**config.mk**
```make
export PLATFORM = sky130hd
export DESIGN_NAME = ise_exec
export DESIGN_NICKNAME = d
export VERILOG_FILES = /design/src/inc/ise_pkg.sv /design/src/inc/ise_alu_if.sv /design/src/verilog/ise_exec.sv /design/src/verilog/ise_alu.sv
export SDC_FILE = /design/constraint.sdc
export NUM_CORES = 1
export LEC_CHECK = 0
export BUFFER_PORTS_ARGS = -buffer_cell sky130_fd_sc_hd__buf_4
export CORE_AREA = 2 2 76 96
export CTS_BUF_LIST = sky130_fd_sc_hd__clkbuf_16
export DETAILED_ROUTE_END_ITERATION = 8
export DIE_AREA = 0 0 78 98
export RECOVER_POWER = 25
export SLEW_MARGIN = 10
export SYNTH_ARGS = -nofsm -noshare
export SYNTH_HDL_FRONTEND = slang
export SYNTH_SLANG_ARGS = --single-unit
```
**constraint.sdc**
```tcl
create_clock -name clock -period 3.9 [get_ports clock]
set_clock_uncertainty 0.2 [all_clocks]
set_input_delay 0.585 -clock clock [delete_from_list [all_inputs] [get_ports clock]]
set_output_delay 0.585 -clock clock [all_outputs]
set_load 0.02 [all_outputs]
```
**src/inc/ise_pkg.sv**
```systemverilog
// shared constants, opcode type and helpers for the instruction subset executor
`default_nettype none
package ise_pkg;
  localparam int DATA_W     = 8;   // work register and file data width
  localparam int ROM_W      = 14;  // program word width
  localparam int PAGE_BITS  = 3;   // page pointer bits used in a table address
  localparam int PAGE_W     = 8;   // full page pointer register width
  localparam int HIGH_W     = 6;   // upper program word bits kept in table_high_byte
  localparam int ROM_ADDR_W = PAGE_BITS + DATA_W;
  localparam int LOW_MSB    = 7;   // low byte of a program word is [7:0]
  localparam int HIGH_LSB   = 8;   // upper part of a program word is [13:8]
  localparam int TABLE_CYCLES = 2; // table read occupies two instruction cycles
  localparam int SINGLE_CYCLES = 1;

  localparam logic [7:0]  WORK_RST   = 8'h00;
  localparam logic [7:0]  TMODE_RST  = 8'h00;
  localparam logic [5:0]  HIGH_RST   = 6'h00;
  localparam logic [10:0] ROM_ADDR_RST = 11'h000;
  localparam logic        FLAG_RST   = 1'b0;

  // the six operations this block executes
  typedef enum logic [2:0] {
    sub_from_immediate_op,
    rom_lookup_op,
    load_timer_mode_op,
    read_timer_mode_op,
    xor_with_file_op,
    xor_immediate_op
  } ise_op_t;

  // zero detect, used by the alu for its zero output
  function automatic logic ise_is_zero(input logic [7:0] value);
    return value == 8'h00;
  endfunction
endpackage : ise_pkg
`default_nettype wire

```
**src/inc/ise_alu_if.sv**
```systemverilog
// carrier between the executor and its arithmetic unit
`timescale 1ns/1ps
`default_nettype none
interface ise_alu_if;
  import ise_pkg::*;
  ise_op_t          op;
  logic [7:0]       work;
  logic [7:0]       operand;
  logic [7:0]       result;
  logic             zero;
  logic             half_carry;
  logic             carry;
  modport exec (output op, work, operand, input result, zero, half_carry, carry);
  modport alu  (input op, work, operand, output result, zero, half_carry, carry);
endinterface : ise_alu_if
`default_nettype wire

```
**src/verilog/ise_exec.sv**
```systemverilog
// executor for six core instructions: subtract, table read, timer mode, exclusive-or
`timescale 1ns/1ps
`default_nettype none
module ise_exec (
  input  wire logic                          clock,
  input  wire logic                          reset,
  input  wire logic                          clock_enable,
  input  wire logic                          op_valid,
  input  wire ise_pkg::ise_op_t              op_code,
  input  wire logic [7:0]                    immediate,
  input  wire logic [7:0]                    file_data,
  input  wire logic                          dest_bit,
  input  wire logic [ise_pkg::PAGE_W-1:0]    table_page_pointer,
  input  wire logic [ise_pkg::ROM_W-1:0]     rom_data,
  output logic                               op_ready,
  output logic                               rom_rd,
  output logic [ise_pkg::ROM_ADDR_W-1:0]     rom_addr,
  output logic [7:0]                         work_register,
  output logic [7:0]                         timer_mode_register,
  output logic [ise_pkg::HIGH_W-1:0]         table_high_byte,
  output logic                               zero_flag,
  output logic                               half_carry_flag,
  output logic                               carry_flag,
  output logic                               file_wr_en,
  output logic [7:0]                         file_wr_data,
  output logic                               op_done
);
  import ise_pkg::*;

  typedef enum logic {st_exec, st_table} ise_state_t;

  ise_state_t state;
  logic       take;
  ise_alu_if  alu_bus ();

  ise_alu u_alu (
    .bus (alu_bus.alu)
  );

  // operand is the immediate except for the file exclusive-or
  assign alu_bus.op      = op_code;
  assign alu_bus.work    = work_register;
  assign alu_bus.operand = (op_code == xor_with_file_op) ? file_data : immediate;

  // a new operation is accepted only in the execute state
  assign op_ready = (state == st_exec);
  assign rom_rd   = (state == st_table);
  assign take     = op_valid && op_ready && clock_enable;

  always_ff @(posedge clock) begin
    if (reset) begin
      state <= st_exec;
    end else if (clock_enable) begin
      case (state)
        st_exec:  state <= (take && op_code == rom_lookup_op) ? st_table : st_exec;
        st_table: state <= st_exec;
        default:  state <= st_exec;
      endcase
    end
  end

  // page pointer bits above work register; held for the second cycle
  always_ff @(posedge clock) begin
    if (reset) begin
      rom_addr <= ROM_ADDR_RST;
    end else if (take && op_code == rom_lookup_op) begin
      rom_addr <= {table_page_pointer[PAGE_BITS-1:0], work_register};
    end
  end

  // work register: every writer lives here so there is one driver
  always_ff @(posedge clock) begin
    if (reset) begin
      work_register <= WORK_RST;
    end else if (clock_enable) begin
      if (state == st_table) begin
        // low word byte to work register
        work_register <= rom_data[LOW_MSB:0];
      end else if (take) begin
        case (op_code)
          sub_from_immediate_op: work_register <= alu_bus.result;
          read_timer_mode_op:    work_register <= timer_mode_register;
          xor_with_file_op:      if (!dest_bit) work_register <= alu_bus.result;
          xor_immediate_op:      work_register <= alu_bus.result;
          default:               work_register <= work_register;
        endcase
      end
    end
  end

  // timer mode load from work register
  always_ff @(posedge clock) begin
    if (reset) begin
      timer_mode_register <= TMODE_RST;
    end else if (take && op_code == load_timer_mode_op) begin
      timer_mode_register <= work_register;
    end
  end

  // upper six word bits captured in the second cycle
  always_ff @(posedge clock) begin
    if (reset) begin
      table_high_byte <= HIGH_RST;
    end else if (clock_enable && state == st_table) begin
      table_high_byte <= rom_data[ROM_W-1:HIGH_LSB];
    end
  end

  // status flags: subtract touches three, exclusive-or only zero
  always_ff @(posedge clock) begin
    if (reset) begin
      zero_flag       <= FLAG_RST;
      half_carry_flag <= FLAG_RST;
      carry_flag      <= FLAG_RST;
    end else if (take) begin
      case (op_code)
        sub_from_immediate_op: begin
          zero_flag       <= alu_bus.zero;
          half_carry_flag <= alu_bus.half_carry;
          carry_flag      <= alu_bus.carry;
        end
        xor_with_file_op: zero_flag <= alu_bus.zero;
        xor_immediate_op: zero_flag <= alu_bus.zero;
        default: zero_flag <= zero_flag;
      endcase
    end
  end

  // file write-back pulse; stretches while the clock enable is low since state freezes
  always_ff @(posedge clock) begin
    if (reset) begin
      file_wr_en   <= 1'b0;
      file_wr_data <= 8'h00;
    end else if (clock_enable) begin
      // destination 1 writes the file register
      file_wr_en <= take && op_code == xor_with_file_op && dest_bit;
      if (take && op_code == xor_with_file_op) begin
        file_wr_data <= alu_bus.result;
      end
    end
  end

  // completion pulse: single-cycle ops at once, table read after its second cycle
  always_ff @(posedge clock) begin
    if (reset) begin
      op_done <= 1'b0;
    end else if (clock_enable) begin
      op_done <= (take && op_code != rom_lookup_op) || state == st_table;
    end
  end

  // checks: results tied to their causes
  property p_sub_result;
    @(posedge clock) disable iff (reset)
    take && op_code == sub_from_immediate_op |=>
      work_register == 8'($past(immediate) - $past(work_register));
  endproperty
  a_sub_result: assert property (p_sub_result) else $error("subtract result wrong");

  property p_sub_flags;
    @(posedge clock) disable iff (reset)
    take && op_code == sub_from_immediate_op |=>
      carry_flag == ($past(immediate) >= $past(work_register)) &&
      zero_flag == (work_register == 8'h00);
  endproperty
  a_sub_flags: assert property (p_sub_flags) else $error("subtract flags wrong");

  property p_rom_addr;
    @(posedge clock) disable iff (reset)
    take && op_code == rom_lookup_op |=>
      rom_rd && rom_addr == {$past(table_page_pointer[2:0]), $past(work_register)};
  endproperty
  a_rom_addr: assert property (p_rom_addr) else $error("table address wrong");

  property p_tbl_low;
    @(posedge clock) disable iff (reset)
    state == st_table && clock_enable |=> work_register == $past(rom_data[7:0]);
  endproperty
  a_tbl_low: assert property (p_tbl_low) else $error("table low byte wrong");

  property p_tbl_high;
    @(posedge clock) disable iff (reset)
    state == st_table && clock_enable |=>
      table_high_byte == $past(rom_data[13:8]) && $stable(zero_flag) && $stable(carry_flag);
  endproperty
  a_tbl_high: assert property (p_tbl_high) else $error("table high bits wrong");

  property p_tmode_load;
    @(posedge clock) disable iff (reset)
    take && op_code == load_timer_mode_op |=>
      timer_mode_register == $past(work_register) && $stable(zero_flag);
  endproperty
  a_tmode_load: assert property (p_tmode_load) else $error("timer mode load wrong");

  property p_tmode_read;
    @(posedge clock) disable iff (reset)
    take && op_code == read_timer_mode_op |=>
      work_register == $past(timer_mode_register) && $stable(timer_mode_register);
  endproperty
  a_tmode_read: assert property (p_tmode_read) else $error("timer mode read wrong");

  property p_xor_file;
    @(posedge clock) disable iff (reset)
    take && op_code == xor_with_file_op && dest_bit |=>
      file_wr_en && file_wr_data == ($past(file_data) ^ $past(work_register)) &&
      $stable(work_register);
  endproperty
  a_xor_file: assert property (p_xor_file) else $error("file xor write-back wrong");

  property p_xor_imm;
    @(posedge clock) disable iff (reset)
    take && op_code == xor_immediate_op |=>
      work_register == ($past(immediate) ^ $past(work_register)) && $stable(carry_flag);
  endproperty
  a_xor_imm: assert property (p_xor_imm) else $error("immediate xor wrong");

  property p_table_two;
    @(posedge clock) disable iff (reset)
    take && op_code == rom_lookup_op |=> !op_ready ##1 (op_ready || !$past(clock_enable));
  endproperty
  a_table_two: assert property (p_table_two) else $error("table read length wrong");

  property p_single_one;
    @(posedge clock) disable iff (reset)
    take && op_code != rom_lookup_op |=> op_ready && op_done;
  endproperty
  a_single_one: assert property (p_single_one) else $error("single op stalled");

  // main scenarios
  c_sub_borrow: cover property (@(posedge clock) disable iff (reset)
    take && op_code == sub_from_immediate_op && immediate < work_register);
  c_table_read: cover property (@(posedge clock) disable iff (reset)
    take && op_code == rom_lookup_op ##2 op_done);
  c_xor_file: cover property (@(posedge clock) disable iff (reset)
    take && op_code == xor_with_file_op && dest_bit);
  c_back_to_back: cover property (@(posedge clock) disable iff (reset)
    take ##1 take);
endmodule // ise_exec
`default_nettype wire

```
**src/verilog/ise_alu.sv**
```systemverilog
// combinational subtract and exclusive-or unit
`timescale 1ns/1ps
`default_nettype none
module ise_alu (
  ise_alu_if.alu bus
);
  import ise_pkg::*;

  logic [8:0] sum9;
  logic [4:0] nib5;

  // operand minus work as operand + ~work + 1, carry high means no borrow
  always_comb begin
    sum9 = {1'b0, bus.operand} + {1'b0, ~bus.work} + 9'h001;
    nib5 = {1'b0, bus.operand[3:0]} + {1'b0, ~bus.work[3:0]} + 5'h01;
    case (bus.op)
      sub_from_immediate_op: bus.result = sum9[7:0];
      xor_with_file_op,
      xor_immediate_op:      bus.result = bus.work ^ bus.operand;
      default:               bus.result = bus.operand;
    endcase
    bus.zero       = ise_is_zero(bus.result);
    bus.half_carry = nib5[4];
    bus.carry      = sum9[8];
  end
endmodule // ise_alu
`default_nettype wire

```
==> summary.md <==
| Metric | Value |
|---|---|
| Fin worst setup slack | 583 ps |
| Netlist area before placement | 2610 um2 |
| Effective utilization at floorplan | 38.4% |
| Avg Synthesized Cell Area | 8.02 um2 |
| Switching Fraction | 24.3% |
| Number of antenna violations at the first check in global routing | 0 |
| All-layer global routing usage | 20.0% |
| Std cell rows | 34 |
| Synth Warn # | 0 |
| Met2 GRT Util | 32.8% |
| Overall die area | 7640 um2 |
| Number of register bits inferred by synthesis | 47 |
| Arrival time worst endpoint | 3300 ps |
| Die width | 78 um |
| Portion of the clock cycle consumed by the worst path in the final layout | 85.1% |
| Net count, final | 462 |
| Setup TNS | 0 ps |
| Most frequent cells in the layout | sky130_fd_sc_hd__buf_4, sky130_fd_sc_hd__nand2_1, sky130_fd_sc_hd__dfxtp_1, sky130_fd_sc_hd__a21oi_1, sky130_fd_sc_hd__nor2_1 |
| Start-to-end type of the worst setup path | input port to flip-flop |
| Worst slew pin tran | 959 ps |
| DIE HEIGHT | 98 um |
| Number of inserted diodes | 0 |
| Clock tree from TritonCTS | done |
| Part of the Yosys area used for sequential elements | 36.0% |
| Critical Path, Cell by Cell | buf_4, inv_2, nor3_4, mux2i_1, ha_1, inv_1, fa_1, a211o_1, o211ai_1, a31oi_1, a311oi_2, nor3_1, a31o_1 |
| Via count of the first global-routing pass | 2528 |
| Average wire length per cell after detail routing | 15.3 um |
| Area Growth Syn to Fin | 31.4% |
| Critical Path Fanout Max | 13 |
| Number of DRC violations after detailed-routing iteration 0 | 122 |
| Aggregate routed wire length | 7.62 mm |
| Crit path capture type | flip-flop |
| Clock transition at the registers of the reported paths | 60 ps |
| Met1 Resource Use GR | 25.7% |
| Number of post-CTS setup repair buffers | 0 |
| DRC violations left | 0 |
| CTS max path bufs | 2 |
| Slowest cell on the critical path | sky130_fd_sc_hd__fa_1 |
| Setup Viol. Count Final | 0 |
| Max-cap check violation count | 0 |
| Worst path max stage delay | 420 ps |
| Async set-reset flop share out of synthesis | 0% |
| Required @ worst endpoint | 3880 ps |
| Static leakage power | 1.36 nW |
| Slew Viols, Final | 0 |
| Fin. Hold Viols | 0 |
| Number of flops mapped to enable cells by yosys | 0 |
| TritonCTS sink count | 47 |
| Clk network pwr share | 43.0% |
| Post-DRT Antenna Nets | 0 |
| Switching power total | 0.000304 W |
| Fmax | 301 MHz |
| Global-route wire length before repair | 12.4 mm |
| Internal portion of total power | 0.000946 W |
| Portion of total power attributed to sequential cells | 39.6% |
| Top-level I/O count | 94 |
| Number of iterations in the first detailed-routing pass | 4 |
| Area of the placeable core | 6810 um2 |
| Prevailing post-synth register cell | sky130_fd_sc_hd__dfxtp_1 |
| Nets in the synthesized netlist | 382 |
| Hold-fix buffer count after cts | 0 |
| Cells after synthesis | 326 |
| Gpl congestion | 0.829 |
| Count of cells resized by post-cts repair | 0 |
| Global route overflow | 0 |
| Power density of the placed cells | 364 nW/um2 |
| TritonCTS Buffers | 5 |
| Largest net degree at the start of global routing | 49 |
| Unique masters post-synth | 59 |
| Result of the run | finished, final reports clean |
| Time the worst path needs with I/O delays and setup | 3320 ps |
| Combinational group share of total power | 17.4% |
| Nature of the critical path startpoint | input port |
| Class of the tightest hold or removal check | flip-flop to flip-flop |
| Worst-case vdd ir drop | 0.000181 V |
| GRT met3 Usage | 2.96% |
| Port-buffer cells | 88 |
| Number of vias in the routed layout | 2610 |
| Post-detailed-route via-to-cell ratio | 5.25 |
| Unrepaired setup endpoints after global routing | false |
| Rel. slew slack | 36.0% |
| Most common cell after layout, fill and taps aside | sky130_fd_sc_hd__buf_4 |
| Clock root buffer | sky130_fd_sc_hd__clkbuf_16 |
| Global routing's busiest layer | met2 |
| Layout cell share with drive strength beyond 1 | 25.8% |
| Clk_lat worst skew | 280 ps |
| H-tree depth | 2 |
| HPWL after DPL | 5.84 mm |
| Worst slack after detailed placement | 250 ps |
==> synthesized netlist by cell type (all sizes together), types with 4 or more instances <==
cell,number,share of area [%]
o211ai,4,1.1
inv,13,1.9
buf,10,2.7
dfxtp,47,36
nand3,11,2.1
ha,9,4.3
o21ai,9,1.9
nor2,40,5.9
clkbuf,9,1.3
nand2b,9,2.4
a21o,4,1.1
a21oi,42,8.0
nor3,8,2.0
mux2,8,3.7
nand2,48,6.9
a211oi,7,2.0
==> worst max-delay path: cells and delay by family <==
| family | cells | cell delay (ps) |
|---|---|---|
| adder cells (fa/ha/maj) | 2 | 620 |
| multiplexers | 1 | 300 |
| AO/OA/AOI/OAI | 5 | 1170 |
| AND/OR/NAND/NOR | 2 | 300 |
| buffers and inverters | 3 | 330 |
==> power by group through the flow <==
| stage | clock network (W) | registers [W] | logic, W |
|---|---|---|---|
| 2_1_floorplan | 0 | 0.000515 | 0.000132 |
| 3_3_place_gp | 0 | 0.000506 | 0.000217 |
| 3_5_place_dp | 0 | 0.000506 | 0.000220 |
| 4_1_cts | 0.000552 | 0.000495 | 0.000221 |
| 5_1_grt | 0.000569 | 0.000496 | 0.000240 |
| 6_report | 0.000538 | 0.000495 | 0.000218 |
==> sequential cells by signal (all words and copies together) (netlist names), 6 cells and up <==
register,cells
work_register,8
rom_addr,11
file_wr_data,8
timer_mode_register,8
table_high_byte,6
==> area by class of cell <==
class	instances	area [um2]
fill	688	3370
inverter	13	48.8
clock buffer	5	125
sequential	47	941
timing repair buffer	92	623
tap	90	113
multi-input combinational	247	1520
clock inverter	3	63.8
==> path summary, 6_finish.rpt <==
check / start / to / slack, ps / cells after the start
setup / recovery: op_code[2] / zero_flag$_SDFFE_PP0P_ / 580 / 13
hold / removal: table_high_byte[0]$_SDFFE_PP0P_ / table_high_byte[0]$_SDFFE_PP0P_ / 250 / 2
setup reg to reg: work_register[0]$_SDFFE_PP0P_ / zero_flag$_SDFFE_PP0P_ / 1170 / 9
hold reg to reg: table_high_byte[0]$_SDFFE_PP0P_ / table_high_byte[0]$_SDFFE_PP0P_ / 250 / 2
==> per-layer routing <==
layer	vias up	share of wire, %	wire (um)
li1	1313	-	-
met5	-	0	0
met3	20	5.3	404
met1	1198	44	3330
met4	0	3.5	270
met2	79	48	3620
==> through the flow <==
step / total power [W] / instances / area (um2) / util, % / hold slack, ps
global route: 0.00130 / 497 / 3430 / 50.5 / 272
detailed placement: 0.000726 / 489 / 3310 / 48.7 / 248
global placement: 0.000723 / 489 / 3310 / 48.7 / 242
floorplan: 0.000647 / 326 / 2610 / - / 334
CTS: 0.00127 / 497 / 3500 / 51.5 / 257
finish: 0.00125 / 497 / 3430 / 50.5 / 252
==> kinds of logic after synthesis <==
family | count (synthesis) | share of synthesized area, %
AO/OA/AOI/OAI | 92 | 23.6
XOR/XNOR | 1 | 0.335
adder cells (fa/ha/maj) | 10 | 5.07
buffers and inverters | 32 | 5.84
flip-flops | 47 | 36.0
multiplexers | 11 | 4.88
AND/OR/NAND/NOR | 133 | 24.3
Power figures use the tool's default switching activity.
